`src/hdl/iups_pkg.sv`:
```
/*
   Shared constants for the indoor unit protection sequencer: register map,
   field positions, reset values, temperature zones and second/minute times.
   Assumes a 250 MHz controller clock and a one second system tick.
*/
package iups_pkg;

   // ==========================================================
   // Clock and tick
   localparam int CLK_HZ          = 250_000_000;
   localparam int TICK_PERIOD_S   = 1;
   localparam int TICK_CYCLES     = CLK_HZ * TICK_PERIOD_S;

   // ==========================================================
   // Times, counted in ticks
   localparam int FREEZE_MIN      = 5;
   localparam int FREEZE_TICKS    = FREEZE_MIN * 60 / TICK_PERIOD_S;
   localparam int UNFREEZE_MIN    = 30;
   localparam int UNFREEZE_TICKS  = UNFREEZE_MIN * 60 / TICK_PERIOD_S;
   localparam int MINRUN_MIN      = 5;
   localparam int MINRUN_TICKS    = MINRUN_MIN * 60 / TICK_PERIOD_S;
   localparam int FLOAT_MIN       = 2;
   localparam int FLOAT_TICKS     = FLOAT_MIN * 60 / TICK_PERIOD_S;
   localparam int RUNON_SEC       = 30;
   localparam int RUNON_TICKS     = RUNON_SEC / TICK_PERIOD_S;
   localparam int COOLREC_FAN_SEC = 210;
   localparam int COOLREC_TICKS   = COOLREC_FAN_SEC / TICK_PERIOD_S;
   localparam int HEATREC_FAN_SEC = 60;
   localparam int HEATREC_TICKS   = HEATREC_FAN_SEC / TICK_PERIOD_S;

   // ==========================================================
   // Temperature zones, signed whole degrees C
   localparam logic signed [7:0] RELEASE_TEMP  = 8'sh0C;
   localparam logic signed [7:0] TIMING_TC1    = 8'sh00;
   localparam logic signed [7:0] TIMING_TC2    = -8'sh0F;
   localparam logic signed [7:0] HEATREC_CLOSE = 8'sh1E;

   // ==========================================================
   // Register map, byte addresses
   localparam logic [3:0] ADDR_CTRL   = 4'h0;
   localparam logic [3:0] ADDR_STATUS = 4'h4;
   localparam logic [3:0] ADDR_TEMPS  = 4'h8;
   localparam logic [3:0] ADDR_TIMERS = 4'hC;

   // Control fields
   localparam int CTRL_RUN      = 0;
   localparam int CTRL_MODE_LO  = 1;
   localparam int CTRL_FOURWAY  = 3;
   localparam int CTRL_THOFF    = 4;
   localparam int CTRL_SETPT    = 5;
   localparam int CTRL_LOUVER   = 6;
   localparam int CTRL_CLRCHK   = 8;
   localparam logic [6:0] CTRL_RESET = 7'h00;

   // Operating modes within the control word
   localparam logic [1:0] MODE_FAN  = 2'h0;
   localparam logic [1:0] MODE_COOL = 2'h1;
   localparam logic [1:0] MODE_HEAT = 2'h2;

   // Fan speed codes
   localparam logic [1:0] FAN_OFF = 2'h0;
   localparam logic [1:0] FAN_LOW = 2'h1;
   localparam logic [1:0] FAN_SET = 2'h2;

   // AXI responses
   localparam logic [1:0] RESP_OKAY   = 2'h0;
   localparam logic [1:0] RESP_SLVERR = 2'h2;

   typedef enum logic [1:0] {FRZ_NORMAL = 2'b01, FRZ_HELD = 2'b10} iups_frz_t;
   typedef enum logic [2:0] {HR_IDLE = 3'b001, HR_OPEN = 3'b010, HR_SHUT = 3'b100} iups_hr_t;

endpackage

```
`src/hdl/iups_sequencer.sv`:
```
/*
   Indoor unit protection sequencer: freeze prevention, refrigerant recovery,
   minimum-run guard, drain and overflow supervision, heat run-on, louver gate.
   Assumes an AXI4-Lite master on mclk; sensor and outdoor-unit inputs are
   asynchronous pins and are synchronised here.
*/
// Function
// - Five minutes in timing zone while cooling commands zero-frequency code.
// - Hold zone pauses freeze timer, keeping its count.
// - Release zone clears freeze timer, normal cooling resumes.
// - After freeze zero-frequency, fan runs low until release zone.
// - Freeze state ends at both coils >= 12C or 30 minutes stopped.
// - Idle unit opens expansion valve on cooling recovery request.
// - Four-way variant runs fan about 3.5 minutes in cooling recovery.
// - Heating recovery: open valve, stop fan, close on exchanger temperature.
// - Heating recovery lights warm-up indicator on thermostat-off or fan units.
// - Four-way variant runs fan one minute after heating recovery.
// - First five minutes of operation ignore thermostat-off.
// - Setpoint-caused thermostat-off acts at once.
// - Protective controls override the minimum-run guard.
// - Drain pump runs while cooling.
// - Float trip stops compressor and runs drain pump in any mode.
// - Float tripped two minutes raises overflow check code.
// - Check code stops outdoor units and shows standby everywhere.
// - Stop in heating runs fan low about thirty seconds.
// - Louver swings on request only while fan runs.
// - Exchanger sensor feeds both freeze and recovery decisions.
`timescale 1ns/1ns
module iups_sequencer
#(
   parameter int TICK_CYCLES = iups_pkg::TICK_CYCLES
)
(
   input  wire logic        mclk,              // 250 MHz clock
   input  wire logic        reset,             // Async reset, active high
   input  wire logic [3:0]  s_axi_awaddr,      // Write address
   input  wire logic        s_axi_awvalid,     // Write address valid
   output logic             s_axi_awready,     // Write address ready
   input  wire logic [31:0] s_axi_wdata,       // Write data
   input  wire logic [3:0]  s_axi_wstrb,       // Write byte lanes
   input  wire logic        s_axi_wvalid,      // Write data valid
   output logic             s_axi_wready,      // Write data ready
   output logic [1:0]       s_axi_bresp,       // Write response
   output logic             s_axi_bvalid,      // Write response valid
   input  wire logic        s_axi_bready,      // Write response ready
   input  wire logic [3:0]  s_axi_araddr,      // Read address
   input  wire logic        s_axi_arvalid,     // Read address valid
   output logic             s_axi_arready,     // Read address ready
   output logic [31:0]      s_axi_rdata,       // Read data
   output logic [1:0]       s_axi_rresp,       // Read response
   output logic             s_axi_rvalid,      // Read data valid
   input  wire logic        s_axi_rready,      // Read data ready
   input  wire logic [7:0]  coilTempFirst,     // Coil sensor, signed C
   input  wire logic [7:0]  heatExchangerTemp, // Exchanger sensor, signed C
   input  wire logic        overflowFloatSwitch, // Float tripped, high
   input  wire logic        coolRecoveryReq,   // Outdoor cooling recovery
   input  wire logic        heatRecoveryReq,   // Outdoor heating recovery
   output logic             compressorRun,     // Compressor demand
   output logic             zeroFrequencyCode, // Zero-frequency command
   output logic [1:0]       fanSpeed,          // 0 off, 1 low, 2 set
   output logic             drainPump,         // Drain pump on
   output logic             expansionValve,    // Valve open
   output logic             warmupIndicator,   // Warm-up lamp
   output logic             louverRun,         // Swing louver on
   output logic             checkCode,         // Overflow check code
   output logic             outdoorStop,       // Stop outdoor units
   output logic             standbyIndicator   // Standby on remotes
);

   // ==========================================================
   // Input synchronisers
   // Temperatures are slow; a word caught mid-change settles next clock
   logic [18:0] syncA;
   logic [18:0] syncB;
   always_ff @(posedge mclk or posedge reset)
   begin
      if (reset)
      begin
         syncA <= 19'h00000;
         syncB <= 19'h00000;
      end
      else
      begin
         syncA <= {heatRecoveryReq, coolRecoveryReq, overflowFloatSwitch,
                   heatExchangerTemp, coilTempFirst};
         syncB <= syncA;
      end
   end

   logic signed [7:0] tc1;
   logic signed [7:0] tc2;
   logic              floatOn;
   logic              coolReq;
   logic              heatReq;
   assign tc1     = syncB[7:0];
   assign tc2     = syncB[15:8];
   assign floatOn = syncB[16];
   assign coolReq = syncB[17];
   assign heatReq = syncB[18];

   // ==========================================================
   // Control register
   logic [6:0] ctrl;
   logic       clrCheck;
   logic       run;
   logic [1:0] mode;
   assign run  = ctrl[iups_pkg::CTRL_RUN];
   assign mode = ctrl[iups_pkg::CTRL_MODE_LO +: 2];

   // ==========================================================
   // Tick prescaler
   // common tick
   logic [27:0] prescale;
   logic        tick;
   always_ff @(posedge mclk or posedge reset)
   begin
      if (reset)
      begin
         prescale <= 28'h0000000;
         tick     <= 1'b0;
      end
      else
      begin
         tick     <= (prescale == 28'(TICK_CYCLES - 1));
         prescale <= (prescale == 28'(TICK_CYCLES - 1)) ? 28'h0000000 : prescale + 28'h0000001;
      end
   end

   // ==========================================================
   // Zones and operating conditions
   logic zoneRelease;
   logic zoneTiming;
   logic coolActive;
   logic thOffEff;
   logic idleUnit;
   assign zoneRelease = (tc1 >= iups_pkg::RELEASE_TEMP) && (tc2 >= iups_pkg::RELEASE_TEMP);
   assign zoneTiming  = (tc1 <= iups_pkg::TIMING_TC1) || (tc2 <= iups_pkg::TIMING_TC2);
   assign coolActive  = run && (mode == iups_pkg::MODE_COOL);

   iups_pkg::iups_frz_t frz;
   iups_pkg::iups_hr_t  hr;
   logic [11:0] freezeCnt;
   logic [11:0] stopCnt;
   logic [11:0] runCnt;
   logic [11:0] floatCnt;
   logic [11:0] runOnLeft;
   logic [11:0] coolFanLeft;
   logic [11:0] heatFanLeft;
   logic        prevRun;
   logic        prevHeat;
   logic        prevCoolRec;
   logic        protect;

   assign protect  = (frz == iups_pkg::FRZ_HELD) || floatOn || checkCode;
   assign thOffEff = ctrl[iups_pkg::CTRL_THOFF]
                     && ((runCnt == 12'(iups_pkg::MINRUN_TICKS))
                         || ctrl[iups_pkg::CTRL_SETPT] || protect);
   assign idleUnit = !run || thOffEff || (mode == iups_pkg::MODE_FAN);

   // ==========================================================
   // Freeze prevention
   // hold keeps count, release clears
   always_ff @(posedge mclk or posedge reset)
   begin
      if (reset)
         freezeCnt <= 12'h000;
      else if (!coolActive || zoneRelease || frz == iups_pkg::FRZ_HELD)
         freezeCnt <= 12'h000;
      else if (tick && zoneTiming && freezeCnt != 12'(iups_pkg::FREEZE_TICKS))
         freezeCnt <= freezeCnt + 12'h001;
   end

   always_ff @(posedge mclk or posedge reset)
   begin
      if (reset)
         frz <= iups_pkg::FRZ_NORMAL;
      else
         unique case (frz)
            iups_pkg::FRZ_NORMAL:
               if (freezeCnt == 12'(iups_pkg::FREEZE_TICKS))
                  frz <= iups_pkg::FRZ_HELD;
            iups_pkg::FRZ_HELD:
               if (zoneRelease || stopCnt == 12'(iups_pkg::UNFREEZE_TICKS))
                  frz <= iups_pkg::FRZ_NORMAL;
            default:
               frz <= iups_pkg::FRZ_NORMAL;
         endcase
   end

   // ==========================================================
   // Second timers
   // hold at their limit
   always_ff @(posedge mclk or posedge reset)
   begin
      if (reset)
      begin
         stopCnt  <= 12'h000;
         runCnt   <= 12'h000;
         floatCnt <= 12'h000;
      end
      else
      begin
         if (run)
            stopCnt <= 12'h000;
         else if (tick && stopCnt != 12'(iups_pkg::UNFREEZE_TICKS))
            stopCnt <= stopCnt + 12'h001;
         if (!run)
            runCnt <= 12'h000;
         else if (tick && runCnt != 12'(iups_pkg::MINRUN_TICKS))
            runCnt <= runCnt + 12'h001;
         if (!floatOn)
            floatCnt <= 12'h000;
         else if (tick && floatCnt != 12'(iups_pkg::FLOAT_TICKS))
            floatCnt <= floatCnt + 12'h001;
      end
   end

   // Fan run-on timers, loaded on their event and counted down per tick
   always_ff @(posedge mclk or posedge reset)
   begin
      if (reset)
      begin
         prevRun     <= 1'b0;
         prevHeat    <= 1'b0;
         prevCoolRec <= 1'b0;
         runOnLeft   <= 12'h000;
         coolFanLeft <= 12'h000;
         heatFanLeft <= 12'h000;
      end
      else
      begin
         prevRun     <= run;
         prevHeat    <= mode == iups_pkg::MODE_HEAT;
         prevCoolRec <= coolReq && idleUnit;
         if (run)
            runOnLeft <= 12'h000;
         else if (prevRun && prevHeat)
            runOnLeft <= 12'(iups_pkg::RUNON_TICKS);
         else if (tick && runOnLeft != 12'h000)
            runOnLeft <= runOnLeft - 12'h001;
         if (!(coolReq && idleUnit))
            coolFanLeft <= 12'h000;
         else if (!prevCoolRec && ctrl[iups_pkg::CTRL_FOURWAY])
            coolFanLeft <= 12'(iups_pkg::COOLREC_TICKS);
         else if (tick && coolFanLeft != 12'h000)
            coolFanLeft <= coolFanLeft - 12'h001;
         if (hr != iups_pkg::HR_IDLE && !heatReq && ctrl[iups_pkg::CTRL_FOURWAY])
            heatFanLeft <= 12'(iups_pkg::HEATREC_TICKS);
         else if (tick && heatFanLeft != 12'h000)
            heatFanLeft <= heatFanLeft - 12'h001;
      end
   end

   // ==========================================================
   // Heating recovery sequence
   // open, fan stop, close on temperature
   always_ff @(posedge mclk or posedge reset)
   begin
      if (reset)
         hr <= iups_pkg::HR_IDLE;
      else
         unique case (hr)
            iups_pkg::HR_IDLE:
               if (heatReq && idleUnit)
                  hr <= iups_pkg::HR_OPEN;
            iups_pkg::HR_OPEN:
               if (!heatReq)
                  hr <= iups_pkg::HR_IDLE;
               else if (tc2 >= iups_pkg::HEATREC_CLOSE)
                  hr <= iups_pkg::HR_SHUT;
            iups_pkg::HR_SHUT:
               if (!heatReq)
                  hr <= iups_pkg::HR_IDLE;
            default:
               hr <= iups_pkg::HR_IDLE;
         endcase
   end

   // ==========================================================
   // Outputs
   logic [1:0] next_fanSpeed;
   logic       next_check;
   always_comb
   begin
      if (hr != iups_pkg::HR_IDLE)
         next_fanSpeed = iups_pkg::FAN_OFF;
      else if (frz == iups_pkg::FRZ_HELD)
         next_fanSpeed = iups_pkg::FAN_LOW;
      else if (run && !(thOffEff && mode == iups_pkg::MODE_HEAT))
         next_fanSpeed = iups_pkg::FAN_SET;
      else if (runOnLeft != 12'h000 || coolFanLeft != 12'h000 || heatFanLeft != 12'h000)
         next_fanSpeed = iups_pkg::FAN_LOW;
      else
         next_fanSpeed = iups_pkg::FAN_OFF;
   end

   // two minute float, set wins over clear
   assign next_check = (floatCnt == 12'(iups_pkg::FLOAT_TICKS)) || (checkCode && !clrCheck);

   always_ff @(posedge mclk or posedge reset)
   begin
      if (reset)
      begin
         compressorRun     <= 1'b0;
         zeroFrequencyCode <= 1'b0;
         fanSpeed          <= iups_pkg::FAN_OFF;
         drainPump         <= 1'b0;
         expansionValve    <= 1'b0;
         warmupIndicator   <= 1'b0;
         louverRun         <= 1'b0;
         checkCode         <= 1'b0;
         outdoorStop       <= 1'b0;
         standbyIndicator  <= 1'b0;
      end
      else
      begin
         compressorRun     <= run && mode != iups_pkg::MODE_FAN && !thOffEff && !protect;
         zeroFrequencyCode <= frz == iups_pkg::FRZ_HELD;
         fanSpeed          <= next_fanSpeed;
         drainPump         <= coolActive || floatOn;
         expansionValve    <= (coolReq && idleUnit) || hr == iups_pkg::HR_OPEN;
         warmupIndicator   <= hr != iups_pkg::HR_IDLE && run
                              && (thOffEff || mode == iups_pkg::MODE_FAN);
         louverRun         <= ctrl[iups_pkg::CTRL_LOUVER] && next_fanSpeed != iups_pkg::FAN_OFF;
         checkCode         <= next_check;
         outdoorStop       <= next_check;
         standbyIndicator  <= next_check;
      end
   end

   // ==========================================================
   // AXI4-Lite slave
   logic [3:0]  awAddr;
   logic [31:0] wData;
   logic [3:0]  wStrb;
   logic        haveAw;
   logic        haveW;
   always_ff @(posedge mclk or posedge reset)
   begin
      if (reset)
      begin
         haveAw       <= 1'b0;
         haveW        <= 1'b0;
         awAddr       <= 4'h0;
         wData        <= 32'h00000000;
         wStrb        <= 4'h0;
         s_axi_bvalid <= 1'b0;
         s_axi_bresp  <= iups_pkg::RESP_OKAY;
         ctrl         <= iups_pkg::CTRL_RESET;
         clrCheck     <= 1'b0;
      end
      else
      begin
         clrCheck <= 1'b0;
         if (s_axi_awvalid && s_axi_awready)
         begin
            haveAw <= 1'b1;
            awAddr <= s_axi_awaddr;
         end
         if (s_axi_wvalid && s_axi_wready)
         begin
            haveW <= 1'b1;
            wData <= s_axi_wdata;
            wStrb <= s_axi_wstrb;
         end
         if (haveAw && haveW && !s_axi_bvalid)
         begin
            haveAw       <= 1'b0;
            haveW        <= 1'b0;
            s_axi_bvalid <= 1'b1;
            s_axi_bresp  <= iups_pkg::RESP_OKAY;
            if (awAddr == iups_pkg::ADDR_CTRL)
            begin
               if (wStrb[0])
                  ctrl <= wData[6:0];
               if (wStrb[1])
                  clrCheck <= wData[iups_pkg::CTRL_CLRCHK];
            end
            else if (awAddr != iups_pkg::ADDR_STATUS && awAddr != iups_pkg::ADDR_TEMPS
                     && awAddr != iups_pkg::ADDR_TIMERS)
               s_axi_bresp <= iups_pkg::RESP_SLVERR;
         end
         else if (s_axi_bvalid && s_axi_bready)
            s_axi_bvalid <= 1'b0;
      end
   end

   assign s_axi_awready = !haveAw && !s_axi_bvalid;
   assign s_axi_wready  = !haveW && !s_axi_bvalid;

   // Read side answers one cycle after the address is taken
   logic [31:0] next_rdata;
   logic        next_rerr;
   always_comb
   begin
      next_rdata = 32'h00000000;
      next_rerr  = 1'b0;
      unique case (s_axi_araddr)
         iups_pkg::ADDR_CTRL:   next_rdata = {25'h0000000, ctrl};
         iups_pkg::ADDR_STATUS: next_rdata = {20'h00000, thOffEff, floatOn, fanSpeed,
                                              louverRun, checkCode, warmupIndicator,
                                              expansionValve, drainPump, compressorRun,
                                              zeroFrequencyCode, frz == iups_pkg::FRZ_HELD};
         iups_pkg::ADDR_TEMPS:  next_rdata = {16'h0000, tc2, tc1};
         iups_pkg::ADDR_TIMERS: next_rdata = {4'h0, floatCnt, 4'h0, freezeCnt};
         default:               next_rerr  = 1'b1;
      endcase
   end

   always_ff @(posedge mclk or posedge reset)
   begin
      if (reset)
      begin
         s_axi_rvalid <= 1'b0;
         s_axi_rdata  <= 32'h00000000;
         s_axi_rresp  <= iups_pkg::RESP_OKAY;
      end
      else if (s_axi_arvalid && s_axi_arready)
      begin
         s_axi_rvalid <= 1'b1;
         s_axi_rdata  <= next_rdata;
         s_axi_rresp  <= next_rerr ? iups_pkg::RESP_SLVERR : iups_pkg::RESP_OKAY;
      end
      else if (s_axi_rvalid && s_axi_rready)
         s_axi_rvalid <= 1'b0;
   end

   assign s_axi_arready = !s_axi_rvalid;

endmodule

```
`config.mk`:
```
export PLATFORM = sky130hd
export DESIGN_NAME = iups_sequencer
export DESIGN_NICKNAME = d
export VERILOG_FILES = /design/src/hdl/iups_pkg.sv /design/src/hdl/iups_sequencer.sv
export SDC_FILE = /design/constraint.sdc
export NUM_CORES = 1
export LEC_CHECK = 0
export ABC_AREA = 1
export BUFFER_PORTS_ARGS = -buffer_cell sky130_fd_sc_hd__buf_2
export CORE_ASPECT_RATIO = 0.7
export CORE_MARGIN = 1.5
export CORE_UTILIZATION = 53
export DETAILED_ROUTE_END_ITERATION = 8
export GPL_ROUTABILITY_DRIVEN = 0
export GPL_TIMING_DRIVEN = 0
export PLACE_DENSITY = 0.8
export REMOVE_ABC_BUFFERS = 1
export SLEW_MARGIN = 20
export SYNTH_ARGS = -nofsm -noshare
export SYNTH_HDL_FRONTEND = slang
export SYNTH_SLANG_ARGS = --single-unit
```
`constraint.sdc`:
```
create_clock -name mclk -period 7.5 [get_ports mclk]
set_input_delay 1.5 -clock mclk [delete_from_list [all_inputs] [get_ports mclk]]
set_output_delay 1.5 -clock mclk [all_outputs]
set_load 0.01 [all_outputs]
```
==> results.md <==
Global routing:
- The largest net degree at the start of global routing is 102.
- In the global route stage, overall resource usage came out at 24.28%.
- The global-route wire length before repair is 42000 um.
- The initial antenna violation count is 0.
- The number of global-route vias before repair was 8378.
- Global routing finished with a remaining overflow of 0.

Critical path:
- The cell that appears most often on the critical path is sky130_fd_sc_hd__nand2_1.
- For this run, the slowest stage of the critical path takes 690 ps.
- The data arrival time of the critical path is 3310 ps.
- The startpoint class of the critical path is an input pin.
- The worst path buffer plus inverter count is 2.
- The library cell contributing the largest single delay on the critical path is sky130_fd_sc_hd__nand3_1.
- The endpoint required time on the critical path is 7960 ps.
- The cell family contributing the most delay on the critical path is simple AND/OR/NAND/NOR gates.
- The largest driver fanout on the critical path is 21.
- Walking the worst path, the cells encountered are buf_2 > nor2_1 > nand3_1 > inv_1 > nand2_1 > o2111ai_1 > nand2_1 > nand2_1.
- The critical setup path kind is input pin to register.
- The endpoint type of the worst setup path is a register.

Run status:
- The flow ran to the end, and the final reports show no timing, DRC or antenna violations.

CTS:
- The number of clock sinks is 224.
- In this run the post-CTS setup repair buffer count came out at 0.
- In this run the number of H-tree levels came out at 1.
- Counting along the longest clock path gives a buffer depth of 3.
- In this run the clock root is driven by a sky130_fd_sc_hd__clkbuf_16.
- At the later pin of the worst-skew pair, clock insertion delay measures 510 ps.
- The number of buffers created by CTS is 22.
- The number of resized instances in the post-cts repair step is 0.
- Clock-pin slew was measured on the worst setup and hold paths at 70 ps.
- The number of hold-repair buffers added at the cts stage is 0.
- The TritonCTS clock tree is done.

STA:
- The clock tree skew after final layout is 19.82 ps.
- The number of max-slew violations in the final report is 0.
- Derived from the worst setup path, the maximum achievable clock frequency is 0.3505 GHz.
- For the final routed database, the setup TNS stands at 0 ps.
- Of the available clock period, the critical path in the final layout requires 38.05%.
- Setup repair after global routing left no endpoint under its margin.
- At the pin with the least slew margin, the transition time is 999.1 ps.
- The worst pin sits at a relative slew slack of 32.88%.
- The number of hold violations in the final report came to 0.
- The smallest clock period supported by the final layout is computed as 2853 ps.
- The final number of setup-violating endpoints is 0.

Logic synthesis:
- The synthesized netlist occupies a cell area of 0.01096 mm^2.
- The synthesized instance count is 1293.
- Of all flip-flops after synthesis, the portion carrying an async set or reset was 100.0%.
- Synthesis inferred 224 register bits.
- Sorting the synthesized cells by how often they occur yields sky130_fd_sc_hd__nand2_1 (281), sky130_fd_sc_hd__dfrtp_1 (222), sky130_fd_sc_hd__inv_1 (152).
- Yosys attributes the largest share of cell area to sky130_fd_sc_hd__dfrtp_1 (51%), sky130_fd_sc_hd__nand2_1 (9.6%), sky130_fd_sc_hd__inv_1 (5.2%).
- The number of enable flip-flop cells after synthesis is 0.
- The average footprint of a synthesized cell is 8.478 um^2.
- Among all cell types in the netlist, the one instantiated most often is sky130_fd_sc_hd__nand2_1.
- sky130_fd_sc_hd__dfrtp_1 takes more of the synthesized area than any other cell.
- Counting distinct cell types in the post-synthesis netlist gives 51.
- For this run, the register share of the synthesized area comes to 51.16%.
- After synthesis, the largest area contributor takes up 50.68% of total cell area.
- Among all flip-flop cells after synthesis, the most frequent one is sky130_fd_sc_hd__dfrtp_1.
- The warning count from the yosys run is 0.

Finish:
- Cells fill 61.90% of the core in the end.
- Once layout is done, the placed cells without fillers occupy 0.01239 mm^2.
- 0 antenna diodes ended up in the layout.
- The share of final-layout standard cells stronger than drive strength 1 is 12.72%.
- The net count of the finished layout is 1469.
- The area overhead of the layout relative to synthesis is 13.01%.

Worst hold path:
- The path class of the tightest hold or removal check is register to register.

Floorplanning:
- In this run the core area contains 43 standard-cell rows.
- The die area is 0.02157 mm^2.
- The number of top-level pins is 122.
- The height of the die is 123.3 um.
- The horizontal die dimension is 174.9 um.
- For this configuration, the core starts out at a cell density of 54.77%.
- The placeable core area is 0.02001 mm^2.

Route:
- The first routing iteration left 768 violations.
- The first detailed-routing pass ran for 6 iterations.
- The post-detailed-routing wire length is 25430 um.
- The via count normalized by instance count is 5.510.
- Across all layers, the routed design uses 9196 vias.
- The antenna violation net count after detailed routing is 0.
- For this run, design rule violations remaining after detail routing come to 0.
- The routed wire length per instance is 15.24 um.

Place:
- Input and output buffers added on the ports amount to 89.
- The post-detailed-placement cell area is 0.01170 mm^2.
- After legalization and detailed placement, the total HPWL measured 18280 um.

Pwr:
- For this design the ratio of total power to cell area is 275.5 mW/mm^2.
- VDD sags by at most 221.6 uV.
- The static leakage is 6.025 nW.

Job:
- The max-capacitance violation count is 0.
## stage by stage
step	power [W]	hold WS [ps]	setup WS, ps	instances
after floorplan	0.002103	331.2	-131.2	1268
after global placement	0.002307	333.8	-2449	1627
after detailed placement	0.002352	334.7	4200	1630
after CTS	0.003425	348.1	4718	1669
after global routing	0.003620	358.9	4453	1669
final	0.003412	347.5	4647	1669
## final cells by class
class                      count  area (um^2)
clock inverter                 6        30.03
multi-input combinational    887         4623
timing repair buffer          92        528.0
inverter                     157        598.1
tap                          270        337.8
sequential                   224         5608
fill                        1682         7626
clock buffer                  33        663.1
## report_power, final
part           switching [W]  internal [W]
clock               0.000454      0.000609
combinational       0.000539      0.000279
sequential          0.000153       0.00138
total                0.00115       0.00227
## routing by layer
layer / GRT usage [%] / vias up / share of wire, %
met2: 37.03 / 402 / 43
met3: 4.705 / 37 / 8.4
met5: 0 / - / 0
met1: 35.79 / 4322 / 47
li1: - / 4435 / -
met4: 6.090 / 0 / 2.1
## layout by cell type (no fill, tap or decap), types with 6 or more instances in the layout
cell type,count
sky130_fd_sc_hd__clkbuf_16,23
sky130_fd_sc_hd__xor2_1,42
sky130_fd_sc_hd__nand4_1,37
sky130_fd_sc_hd__o2111ai_1,6
sky130_fd_sc_hd__o21ai_0,81
sky130_fd_sc_hd__inv_1,151
sky130_fd_sc_hd__conb_1,6
sky130_fd_sc_hd__nand3_1,96
sky130_fd_sc_hd__nand2_2,6
sky130_fd_sc_hd__o31ai_1,19
sky130_fd_sc_hd__dfrtp_1,222
sky130_fd_sc_hd__ha_1,15
sky130_fd_sc_hd__nand2_1,280
sky130_fd_sc_hd__buf_2,89
sky130_fd_sc_hd__clkinv_2,7
sky130_fd_sc_hd__nor2_1,131
sky130_fd_sc_hd__a21oi_1,37
sky130_fd_sc_hd__nor4_1,16
sky130_fd_sc_hd__nor3_1,45
sky130_fd_sc_hd__mux2_2,7
sky130_fd_sc_hd__nand3b_1,8
sky130_fd_sc_hd__nor2_2,6
sky130_fd_sc_hd__nor2_4,6
## sequential cells by signal, summed over array words and instances, names as in the netlist, 2 cells and up
name         count
coolFanLeft     12
runCnt          12
hr               3
syncB           19
runOnLeft       12
wStrb            2
syncA           19
floatCnt        12
prescale        28
ctrl             7
s_axi_rdata     28
fanSpeed         2
awAddr           4
heatFanLeft     12
stopCnt         12
wData            8
frz              2
freezeCnt       12
## kinds of logic after synthesis
logic type               share of synthesized area, %
AND/OR/NAND/NOR                                 27.52
flip-flops                                      51.16
buffers and inverters                           6.906
AO/OA/AOI/OAI                                   8.275
XOR/XNOR                                        3.675
adder cells (fa/ha/maj)                         1.712
multiplexers                                   0.7191
other                                         0.03421
## final timing paths
path                                 start        endpoint  slack [ps]  depth (start not counted)
max                        s_axi_araddr[1]  s_axi_rdata[6]        4650                          8
min                              syncA[16]       syncB[16]         350                          0
max reg2reg                        ctrl[0]    freezeCnt[9]        5240                          7
min reg2reg                      syncA[16]       syncB[16]         350                          0
max in group asynchronous            reset      runCnt[11]        5360                          4
min in group asynchronous            reset       syncA[17]        1000                          2
Note: power is estimated with default switching activity, not from simulation.
